## src/shared/up_timer_pkg.sv

```systemverilog
// Constants and types shared by the multimode up counter
package up_timer_pkg;
   localparam int SYNC_STAGES = 3;
   localparam int NUM_PIN_INPUTS = 4;
   // Index of each sampled pin in the sampler vector
   localparam int PIN_MEAS_CLK = 0;
   localparam int PIN_LOW_POWER_CLOCK = 1;
   localparam int PIN_LOW_POWER_CLOCK_SECOND = 2;
   localparam int PIN_EVENT = 3;
   localparam int LOW_POWER_CLOCK_SECOND_FREQ_HZ = 100000;
   localparam int PRESCALE_BITS = 3;
   localparam int MODE0_PRESCALE_BITS = 5;
   localparam logic [7:0] COUNT_LOW_RESET = 8'h00;
   localparam logic [7:0] COUNT_HIGH_RESET = 8'h00;
   localparam logic [7:0] CAPTURE_RESET = 8'h00;
   localparam logic [2:0] PRESCALE_RESET = 3'h0;

   typedef enum logic [1:0] {
      MODE_13BIT = 2'b00,
      MODE_16BIT = 2'b01,
      MODE_RELOAD8 = 2'b10,
      MODE_SPLIT8 = 2'b11
   } timer_mode_e;

   typedef enum logic [1:0] {
      DIV_NONE = 2'b00,
      DIV_2 = 2'b01,
      DIV_4 = 2'b10,
      DIV_8 = 2'b11
   } prescale_e;

   typedef enum logic [1:0] {
      SHOT_IDLE = 2'b00,
      SHOT_WAIT = 2'b01,
      SHOT_COUNT = 2'b10,
      SHOT_DONE = 2'b11
   } shot_state_e;
endpackage

```

## src/shared/pin_sample_if.sv

```systemverilog
// Filtered pin levels and edge pulses from the sampler
`timescale 1ns/1ps
interface pin_sample_if #(
   parameter int N = 4
);
   logic [N-1:0] level;
   logic [N-1:0] rise;
   logic [N-1:0] fall;
   modport drv (output level, output rise, output fall);
   modport mon (input level, input rise, input fall);
endinterface

```

## src/rtl/multimode_up_counter.sv

```systemverilog
// Multimode 16-bit up timer/counter with four modes and sub-modes
`timescale 1ns/1ps
module multimode_up_counter (
   input wire logic core_clk, // 20 MHz system clock
   input wire logic rst_b, // Async reset, active low
   input wire logic measurement_interface_clock, // Timer source pin
   input wire logic low_power_clock, // Alternate timer source pin
   input wire logic low_power_clock_second, // 100 kHz clock to measure
   input wire logic event_in, // Counter function input pin
   input wire logic trigger, // Start pulse, same clock domain
   input wire logic run, // Counting enable
   input wire logic counter_function, // 1: count event falling edges
   input wire logic source_select, // 0: measurement clock, 1: low power
   input wire logic [1:0] prescale, // 0 none, 1 /2, 2 /4, 3 /8
   input wire logic [1:0] mode, // Operating mode 0..3
   input wire logic sub_mode_b, // Sub-mode b in modes 1 and 3
   input wire logic load_low, // Write strobe for low byte
   input wire logic load_high, // Write strobe for high byte
   input wire logic [7:0] load_data, // Data for the load strobes
   output logic [7:0] count_low_byte, // Low count byte
   output logic [7:0] count_high_byte, // High count byte
   output logic [7:0] period_capture, // Mode 3b time between edges
   output logic overflow_low, // Low byte overflow pulse
   output logic overflow_high, // High byte overflow pulse
   output logic measurement_start, // Single shot start to measure unit
   output logic shot_busy // Single shot armed or counting
);
   pin_sample_if #(.N(up_timer_pkg::NUM_PIN_INPUTS)) smp ();

   pin_sampler #(.N(up_timer_pkg::NUM_PIN_INPUTS)) u_sampler (
      .core_clk(core_clk),
      .rst_b(rst_b),
      .pin_raw({event_in, low_power_clock_second, low_power_clock,
                measurement_interface_clock}),
      .smp(smp.drv)
   );

   // Sources are sampled at core_clk, so each level must last two cycles: at most a quarter of it
   logic src_tick;
   always_comb begin
      if (counter_function) begin
         src_tick = smp.fall[up_timer_pkg::PIN_EVENT];
      end else if (source_select) begin
         src_tick = smp.rise[up_timer_pkg::PIN_LOW_POWER_CLOCK];
      end else begin
         src_tick = smp.rise[up_timer_pkg::PIN_MEAS_CLK];
      end
   end

   logic [2:0] pre_cnt;
   logic [2:0] next_pre_cnt;
   logic pre_en;
   always_comb begin
      next_pre_cnt = pre_cnt;
      if (!run) begin
         next_pre_cnt = up_timer_pkg::PRESCALE_RESET;
      end else if (src_tick) begin
         next_pre_cnt = pre_cnt + 3'h1;
      end
      case (up_timer_pkg::prescale_e'(prescale))
         up_timer_pkg::DIV_2: pre_en = src_tick & pre_cnt[0];
         up_timer_pkg::DIV_4: pre_en = src_tick & (&pre_cnt[1:0]);
         up_timer_pkg::DIV_8: pre_en = src_tick & (&pre_cnt);
         default: pre_en = src_tick;
      endcase
   end

   // Single shot sequencing for mode 1b
   up_timer_pkg::shot_state_e shot;
   up_timer_pkg::shot_state_e next_shot;
   logic next_meas_start;
   logic shot_mode;
   logic wrap16;
   assign shot_mode = run && sub_mode_b &&
      (mode == up_timer_pkg::MODE_16BIT);
   always_comb begin
      next_shot = shot;
      next_meas_start = 1'b0;
      case (shot)
         up_timer_pkg::SHOT_IDLE: begin
            if (shot_mode) begin
               next_shot = up_timer_pkg::SHOT_WAIT;
            end
         end
         up_timer_pkg::SHOT_WAIT: begin
            if (!shot_mode) begin
               next_shot = up_timer_pkg::SHOT_IDLE;
            end else if (trigger) begin
               next_shot = up_timer_pkg::SHOT_COUNT;
               next_meas_start = 1'b1;
            end
         end
         up_timer_pkg::SHOT_COUNT: begin
            if (!shot_mode) begin
               next_shot = up_timer_pkg::SHOT_IDLE;
            end else if (wrap16) begin
               next_shot = up_timer_pkg::SHOT_DONE;
            end
         end
         up_timer_pkg::SHOT_DONE: begin
            // Stays stopped until run or mode drops, so one shot only
            if (!shot_mode) begin
               next_shot = up_timer_pkg::SHOT_IDLE;
            end
         end
         default: next_shot = up_timer_pkg::SHOT_IDLE;
      endcase
   end

   logic cnt_en;
   assign cnt_en = run && pre_en &&
      (!shot_mode || shot == up_timer_pkg::SHOT_COUNT);

   logic [7:0] next_low;
   logic [7:0] next_high;
   logic [7:0] next_capture;
   logic next_ovl;
   logic next_ovh;
   logic [8:0] sum_low;
   logic [8:0] sum_high;
   logic [5:0] sum_pre;
   logic [16:0] sum_all;
   logic lp2_edge;
   assign lp2_edge = run && smp.rise[up_timer_pkg::PIN_LOW_POWER_CLOCK_SECOND];
   assign wrap16 = cnt_en && sum_all[16];

   always_comb begin
      next_low = count_low_byte;
      next_high = count_high_byte;
      next_capture = period_capture;
      next_ovl = 1'b0;
      next_ovh = 1'b0;
      sum_low = {1'b0, count_low_byte} + 9'h001;
      sum_high = {1'b0, count_high_byte} + 9'h001;
      sum_pre = {1'b0, count_low_byte[4:0]} + 6'h01;
      sum_all = {1'b0, count_high_byte, count_low_byte} + 17'h0_0001;
      case (up_timer_pkg::timer_mode_e'(mode))
         up_timer_pkg::MODE_13BIT: begin
            if (cnt_en) begin
               next_low[4:0] = sum_pre[4:0];
               if (sum_pre[5]) begin
                  next_high = sum_high[7:0];
                  next_ovh = sum_high[8];
               end
            end
         end
         up_timer_pkg::MODE_16BIT: begin
            if (cnt_en) begin
               next_low = sum_all[7:0];
               next_high = sum_all[15:8];
               next_ovl = sum_low[8];
               next_ovh = sum_all[16];
            end
         end
         up_timer_pkg::MODE_RELOAD8: begin
            if (cnt_en) begin
               if (sum_low[8]) begin
                  next_low = count_high_byte;
                  next_ovl = 1'b1;
               end else begin
                  next_low = sum_low[7:0];
               end
            end
         end
         up_timer_pkg::MODE_SPLIT8: begin
            if (!sub_mode_b) begin
               if (cnt_en) begin
                  next_low = sum_low[7:0];
                  next_high = sum_high[7:0];
                  next_ovl = sum_low[8];
                  next_ovh = sum_high[8];
               end
            end else begin
               // Edge wins over a time tick in the same cycle
               if (lp2_edge) begin
                  next_low = sum_low[7:0];
                  next_ovl = sum_low[8];
                  next_capture = count_high_byte;
                  next_high = up_timer_pkg::COUNT_HIGH_RESET;
               end else if (cnt_en) begin
                  next_high = sum_high[7:0];
                  next_ovh = sum_high[8];
               end
            end
         end
         default: begin
            next_low = count_low_byte;
         end
      endcase
      // Software load wins over counting in the same cycle
      if (load_low) begin
         next_low = load_data;
      end
      if (load_high) begin
         next_high = load_data;
      end
   end

   always_ff @(posedge core_clk or negedge rst_b) begin
      if (!rst_b) begin
         pre_cnt <= up_timer_pkg::PRESCALE_RESET;
         shot <= up_timer_pkg::SHOT_IDLE;
         measurement_start <= 1'b0;
         count_low_byte <= up_timer_pkg::COUNT_LOW_RESET;
         count_high_byte <= up_timer_pkg::COUNT_HIGH_RESET;
         period_capture <= up_timer_pkg::CAPTURE_RESET;
         overflow_low <= 1'b0;
         overflow_high <= 1'b0;
      end else begin
         pre_cnt <= next_pre_cnt;
         shot <= next_shot;
         measurement_start <= next_meas_start;
         count_low_byte <= next_low;
         count_high_byte <= next_high;
         period_capture <= next_capture;
         overflow_low <= next_ovl;
         overflow_high <= next_ovh;
      end
   end

   assign shot_busy = (shot == up_timer_pkg::SHOT_WAIT) ||
      (shot == up_timer_pkg::SHOT_COUNT);
endmodule

```

## src/rtl/pin_sampler.sv

```systemverilog
// Three-stage synchroniser with agreement filter and edge pulses
`timescale 1ns/1ps
module pin_sampler #(
   parameter int N = 4
) (
   input wire logic core_clk, // System clock
   input wire logic rst_b, // Async reset, active low
   input wire logic [N-1:0] pin_raw, // Asynchronous pin levels
   pin_sample_if.drv smp // Filtered levels and edges
);
   // Refused at elaboration, not at run time
   if (N < 1) begin : g_bad_width
      $error("pin_sampler needs at least one input");
   end

   logic [N-1:0] stage1;
   logic [N-1:0] stage2;
   logic [N-1:0] stage3;
   logic [N-1:0] level;
   logic [N-1:0] next_level;
   logic [N-1:0] rise;
   logic [N-1:0] next_rise;
   logic [N-1:0] fall;
   logic [N-1:0] next_fall;

   genvar i;
   generate
      for (i = 0; i < N; i++) begin : g_pin
         // A change counts only once stages two and three agree
         always_comb begin
            next_level[i] = level[i];
            if (stage2[i] == stage3[i]) begin
               next_level[i] = stage3[i];
            end
            next_rise[i] = next_level[i] & ~level[i];
            next_fall[i] = ~next_level[i] & level[i];
         end
      end
   endgenerate

   always_ff @(posedge core_clk or negedge rst_b) begin
      if (!rst_b) begin
         stage1 <= '0;
         stage2 <= '0;
         stage3 <= '0;
         level <= '0;
         rise <= '0;
         fall <= '0;
      end else begin
         stage1 <= pin_raw;
         stage2 <= stage1;
         stage3 <= stage2;
         level <= next_level;
         rise <= next_rise;
         fall <= next_fall;
      end
   end

   assign smp.level = level;
   assign smp.rise = rise;
   assign smp.fall = fall;
endmodule

```

## config.mk

```make
export PLATFORM = sky130hd
export DESIGN_NAME = multimode_up_counter
export DESIGN_NICKNAME = d
export VERILOG_FILES = /design/src/shared/up_timer_pkg.sv /design/src/shared/pin_sample_if.sv /design/src/rtl/multimode_up_counter.sv /design/src/rtl/pin_sampler.sv
export SDC_FILE = /design/constraint.sdc
export NUM_CORES = 1
export LEC_CHECK = 0
export ABC_AREA = 1
export BUFFER_PORTS_ARGS = -buffer_cell sky130_fd_sc_hd__buf_2
export CORE_MARGIN = 4
export CORE_UTILIZATION = 35
export DETAILED_ROUTE_END_ITERATION = 12
export HOLD_SLACK_MARGIN = 0.06
export SYNTH_ARGS = -nofsm -noshare
export SYNTH_HDL_FRONTEND = slang
export SYNTH_SLANG_ARGS = --single-unit
```

## constraint.sdc

```tcl
create_clock -name core_clk -period 2 [get_ports core_clk]
set_input_delay 0 -clock core_clk [delete_from_list [all_inputs] [get_ports core_clk]]
set_output_delay 0 -clock core_clk [all_outputs]
set_load 0.005 [all_outputs]
```

# After elaboration in Yosys (flattened, before gate mapping)
# Cells that the tools add are included.
# word_totals
wordCells	133
ff_bits	55
in_bits	25
out_inout_bits	28
# classes
n_reduce_logical	20
bitwise_logic	17
n_eq_ne	26
mux	50
addsub	5
# op_table
operator	count
two-way mux 8 bit	14
!= test 3 bit, second input constant	8
case mux 8 bit (3 select lines)	1
two-way mux 1 bit	20
case mux 5 bit (4 select lines)	1
adder 8 x 1 -> 9 bit, second input constant	2
adder 16 x 1 -> 17 bit, second input constant	1
== test 2 bit, second input constant	6
two-way mux 2 bit	6
bitwise AND 1 bit	10
AND reduction 5 bit	2
case mux 1 bit (3 select lines)	3
case mux 3 bit (3 select lines)	1
!= test 4 bit, second input constant	2
case mux 2 bit (4 select lines)	1
AND reduction 4 bit	2
nonzero test 4 bit	2
inverter 1 bit	7
adder 5 x 1 -> 6 bit, second input constant	1
== test 2 x 1 -> 1 bit, second input constant	3
logical AND 1 bit	6
two-way mux 3 bit	2
AND reduction 3 bit	2
two-way mux 5 bit	1
other kinds (8)	14

# Depth between registers and ports, before layout
# logic_depth
depth_word	11
ltp_mapped	14
ltp_nobuf	13

# Cells and area by module
# Synthesis repeated with hierarchy kept, for this count alone.
# unflattened
cells_unflattened	465
area_unflattened_um2	3458.3
# by_module_without_submodules
mod	cells_each	instances	seq_area_each_um2	area_per_inst_um2
multimode_up_counter	413	1	800.8	2732.6
pin_sampler	52	1	600.6	725.7

# Worst setup path before layout
# Ideal clock, no wire load.
# synth_path
path_kind	register to register
from	register pre_cnt[0]
to	register count_high_byte[1]
setup_ps	116
path_buffers	0
path_slack_ps	243
required_time_ps	1884
arrival_ps	1641
stages_incl_launch_ff	13
period_less_slack_ps	1757
cell_sequence	dfrtp_1 > ha_1 > ha_1 > nand2_1 > nand2_1 > nor2_1 > nor2_4 > nand3_4 > nand2_2 > a21oi_4 > nor2_1 > nand2_1 > nand2_1
# synth_between
elab_chain_cells	10
elab_cells_between_ends	16
classes_between	2 x eq/ne; 6 x mux; 3 x bitwise; 5 x reduce/logical
# synth_lines
item	line_no	text
from (decl)	multimode_up_counter.sv:50	logic [2:0] pre_cnt;
from (signal assigned)	multimode_up_counter.sv:201	pre_cnt <= up_timer_pkg::PRESCALE_RESET;
from (signal assigned)	multimode_up_counter.sv:210	pre_cnt <= next_pre_cnt;
AND reduction 3 bit or AND reduction 2 bit (tied branches)	multimode_up_counter.sv:63, multimode_up_counter.sv:62	
bitwise AND 1 bit (on tied branches)	multimode_up_counter.sv:63, multimode_up_counter.sv:62	
case mux 1 bit (3 select lines) (*)	multimode_up_counter.sv:60	case (up_timer_pkg::prescale_e'(prescale))
logical AND 1 bit (*) (2 in series)	multimode_up_counter.sv:111	assign cnt_en = run && pre_en &&
two-way mux 8 bit (3 in series)	n/a	
case mux 8 bit (3 select lines)	n/a	
two-way mux 8 bit	n/a	
to (signal assigned)	multimode_up_counter.sv:205	count_high_byte <= up_timer_pkg::COUNT_HIGH_RESET;
to (signal assigned)	multimode_up_counter.sv:214	count_high_byte <= next_high;
to (decl)	multimode_up_counter.sv:21	output logic [7:0] count_high_byte,
# Every way passes the cells marked *; elsewhere a longest branch is shown, timed or not.
# A chain may end at the register's enable or synchronous reset.

# Final worst setup path
# Ends and elaborated chain as after synthesis.

==> summary.md <==
| Metric | Value |
|---|---|
| Final setup viols | `0` |
| Starting Density | `35.82%` |
| DP HPWL | `just over 7 mm` |
| Share of the synthesized area in the top cell type | `39.32%` |
| Max VDD drop | `0.4239 mV` |
| Starting DRT DRC Count | `323` |
| Placed Area | `3829 um^2` |
| FP Rows | `35` |
| Syn Nets | `500` |
| Die W | `about 110 um` |
| Leakage | `2.180 nW` |
| Max FO, Critical Path | `6` |
| Total track usage | `17.12%` |
| First-pass GRT wire length | `about 16 mm` |
| Area delta synth->final | `25.78%` |
| EDFF count, synth | `0` |
| Largest area contributor in the netlist | `dfrtp_1` |
| Top-count cell post-synth | `nand2_1` |
| Post-route minimum period | `~1.9 ns` |
| Tcrit/Tclk final | `94.60%` |
| Initial antenna violation count | `0` |
| Die footprint | `11080 um^2` |
| Post-Syn Area | `between 3000 and 4000 um^2` |
| Total number of vias | `around 3400` |
| CTS tree | `yes` |
| Pin count of the biggest net entering global routing | `35` |
| Required time of the critical path | `2.21 ns` |
| Ys flop type | `dfrtp_1` |
| Syn avg cell area | `7.148 um^2` |
| Most used cell along the critical path | `nand2_1` |
| CORE AREA | `9240 um^2` |
| Run status | `complete, no violations` |
| Number of H-tree levels | `2` |
| Max-slew violations | `0` |
| Ys async rst share | `100.0%` |
| Layout Nets | `590` |
| Fin. Hold Viols | `0` |
| Setup TNS | `0 ns` |
| Wire per inst | `13.88 um` |
| Skew final | `0.01133 ns` |
| Routed Wire Length | `9.477 mm` |
| Cells after Synth | `463` |
| Max Cap Violations | `0` |
| Pre-CTS setup slack | `-0.01521 ns` |
| CP Data Arrival Time | `2.10 ns` |
| Synth top cells by count | `143 x nand2_1, 56 x inv_1, 52 x dfrtp_1` |
| HP Class | `in -> reg` |
| First-pass DRT Iterations | `6` |
| Diode count | `0` |
| Placer congestion estimate | `0.9778` |
| Cells along the critical path | `ha_2 > ha_1 > nand2_1 > nand2_1 > nor2_2 > nor2_4 > nand3_4 > buf_4 > nand2_1 > nand3_1 > nand3_1 > nand2_1 > nand2_1` |
| Share of layout cells above drive strength 1 | `21.30%` |
| Worst slew margin | `59.58%` |
| Crit. End Element | `flip-flop` |
| Delay-heaviest family, CP | `simple AND/OR/NAND/NOR gates` |
| Clk_lat worst skew | `0.32 ns` |
| CP max stage delay | `0.42 ns` |
| Setup CP Type | `reg -> reg` |
| Library cells used by synthesis | `33` |
| Final Cell Area | `4163 um^2` |
| Worst slew pin tran | `0.6057 ns` |
| Synthesized flop and latch total | `52` |
| Ports | `53` |
| Final WS setup | `0.1081 ns` |
| Synth top area cells | `dfrtp_1 39%, nand2_1 16%, nand3_1 7.0%` |
| Root buffer cell | `clkbuf_8` |
| Sink Count | `52` |
| Die Y | `between 100 and 150 um` |
| Vias in the first global route | `between 3000 and 4000` |
| Synthesis Warnings | `0` |
| Remaining Overflow, GRT | `0` |
| Highest clock rate | `0.5286 GHz` |
| CP Launch Type | `flip-flop` |
| I/O Buffers | `52` |
| Power per Cell Area | `758.8 nW/um^2` |
| Clock Pin Slew Worst Setup and Hold Paths | `~0.10 ns` |
| Fillers | `936` |
| Sequential cell area fraction in the yosys report | `between 30% and 40%` |
| WHS | `~0.068 ns` |
| TritonCTS Buffers | `5` |
| Buffers and inverters on the worst path | `1` |
| Crit-path slowest cell | `dfrtp_1` |
| Detail Route Antenna Nets | `0` |
| DRC | `0` |
| Unrepaired setup endpoints after global routing | `true` |
| Max Buffers Root-to-Sink | `2` |
| Via density | `a little under 5` |
final timing paths:
| path | startpoint | to | slack, ns | depth (start not counted) |
|---|---|---|---|---|
| worst max-delay path | pre_cnt[0] | count_high_byte[1] | 0.11 | 13 |
| worst min-delay path | load_data[3] | count_high_byte[3] | 0.07 | 5 |
| worst max register to register | pre_cnt[0] | count_high_byte[1] | 0.11 | 13 |
| worst min register to register | u_sampler.stage1[3] | u_sampler.stage2[3] | 0.36 | 0 |
| max in group asynchronous | rst_b | u_sampler.stage1[1] | 1.44 | 3 |
| min in group asynchronous | rst_b | count_low_byte[7] | 0.18 | 3 |
layout by cell type, fill, tap and decap left out, types with 3 or more instances in the layout:
master,Yosys,layout
buf_2,0,52
a31oi_1,3,3
a21oi_1,19,19
nand2_1,143,141
nor2_2,2,4
nand4_1,7,7
nand2_4,2,5
nand3_1,46,46
maj3_1,4,4
nand3b_1,4,4
nor2_1,43,41
dfrtp_1,52,52
nand2_2,8,8
o211ai_1,5,5
inv_1,56,56
ha_1,12,11
clkbuf_8,0,5
nor2b_1,3,3
o21ai_0,27,27
dlygate4sd3_1,0,11
buf_4,1,23
kinds of logic after synthesis:
family | after synthesis | synth area share [%]
AOI/OAI and AO/OA | 63 | 11.12
and+or+nand+nor | 266 | 35.61
adders and majority gates | 16 | 5.747
DFF | 52 | 39.32
xor gates and xnor gates | 1 | 0.2647
buffers and inverters | 65 | 7.939
cell type report:
cell class	instances	area, um^2	share of cell area [%]
multi-input cells	349	1813	43.55
flip-flops and latches	52	1301	31.26
repair buffers	87	554.3	13.32
inverters	58	217.7	5.230
well taps	129	161.4	3.877
clock buffers	5	68.82	1.653
clock inverters	3	46.29	1.112
repair_timing:
action | 4_1_cts | 5_1_grt
hold buffers | 11 | 0
setup buffers | 0 | 5
gates cloned | 1 | 2
resized for setup | 2 | 9
endpoints found under the setup margin | 2 | 16
pin swaps | 1 | 4
endpoints found under the hold margin | 64 | 0
metal layers:
layer / wire (um) / GRT usage (%) / up-vias
li1: - / - / 1680
met3: 656 / 3.001 / 15
met2: 4234 / 26.09 / 144
met4: 208 / 5.155 / 0
met5: 0 / 0 / -
met1: 4377 / 24.74 / 1530
worst min-delay path, cell delays in order:
cell     delay [ns]
buf_2          0.10
nor2_1         0.09
a21oi_1        0.05
nand2_1        0.06
nand2_1        0.04
metrics by stage:
stage,total power [mW],utilization [%],instances
after floorplan,1.937,-,463
final,3.159,45.05,683
after global routing,3.391,45.05,683
after CTS,3.153,44.05,676
after global placement,2.347,41.44,656
after detailed placement,2.360,41.44,656
power by group:
part	total, mW	switching (mW)	internal, mW	leakage [nW]
clock network	0.765	0.385	0.380	0.0600
logic	1.07	0.642	0.426	1.47
registers	1.33	0.127	1.20	0.645
total	3.16	1.15	2.01	2.18
state kept, by name (all words and copies together), names as in the netlist:
| signal | count |
|---|---|
| u_sampler.smp.level | 4 |
| pre_cnt | 3 |
| u_sampler.stage3 | 4 |
| u_sampler.smp.rise | 3 |
| shot | 2 |
| count_high_byte | 8 |
| overflow_low | 1 |
| u_sampler.stage2 | 4 |
| u_sampler.stage1 | 4 |
| u_sampler.smp.fall | 1 |
| overflow_high | 1 |
| period_capture | 8 |
| measurement_start | 1 |
| count_low_byte | 8 |
No activity file was read; power rests on OpenSTA's default activity.
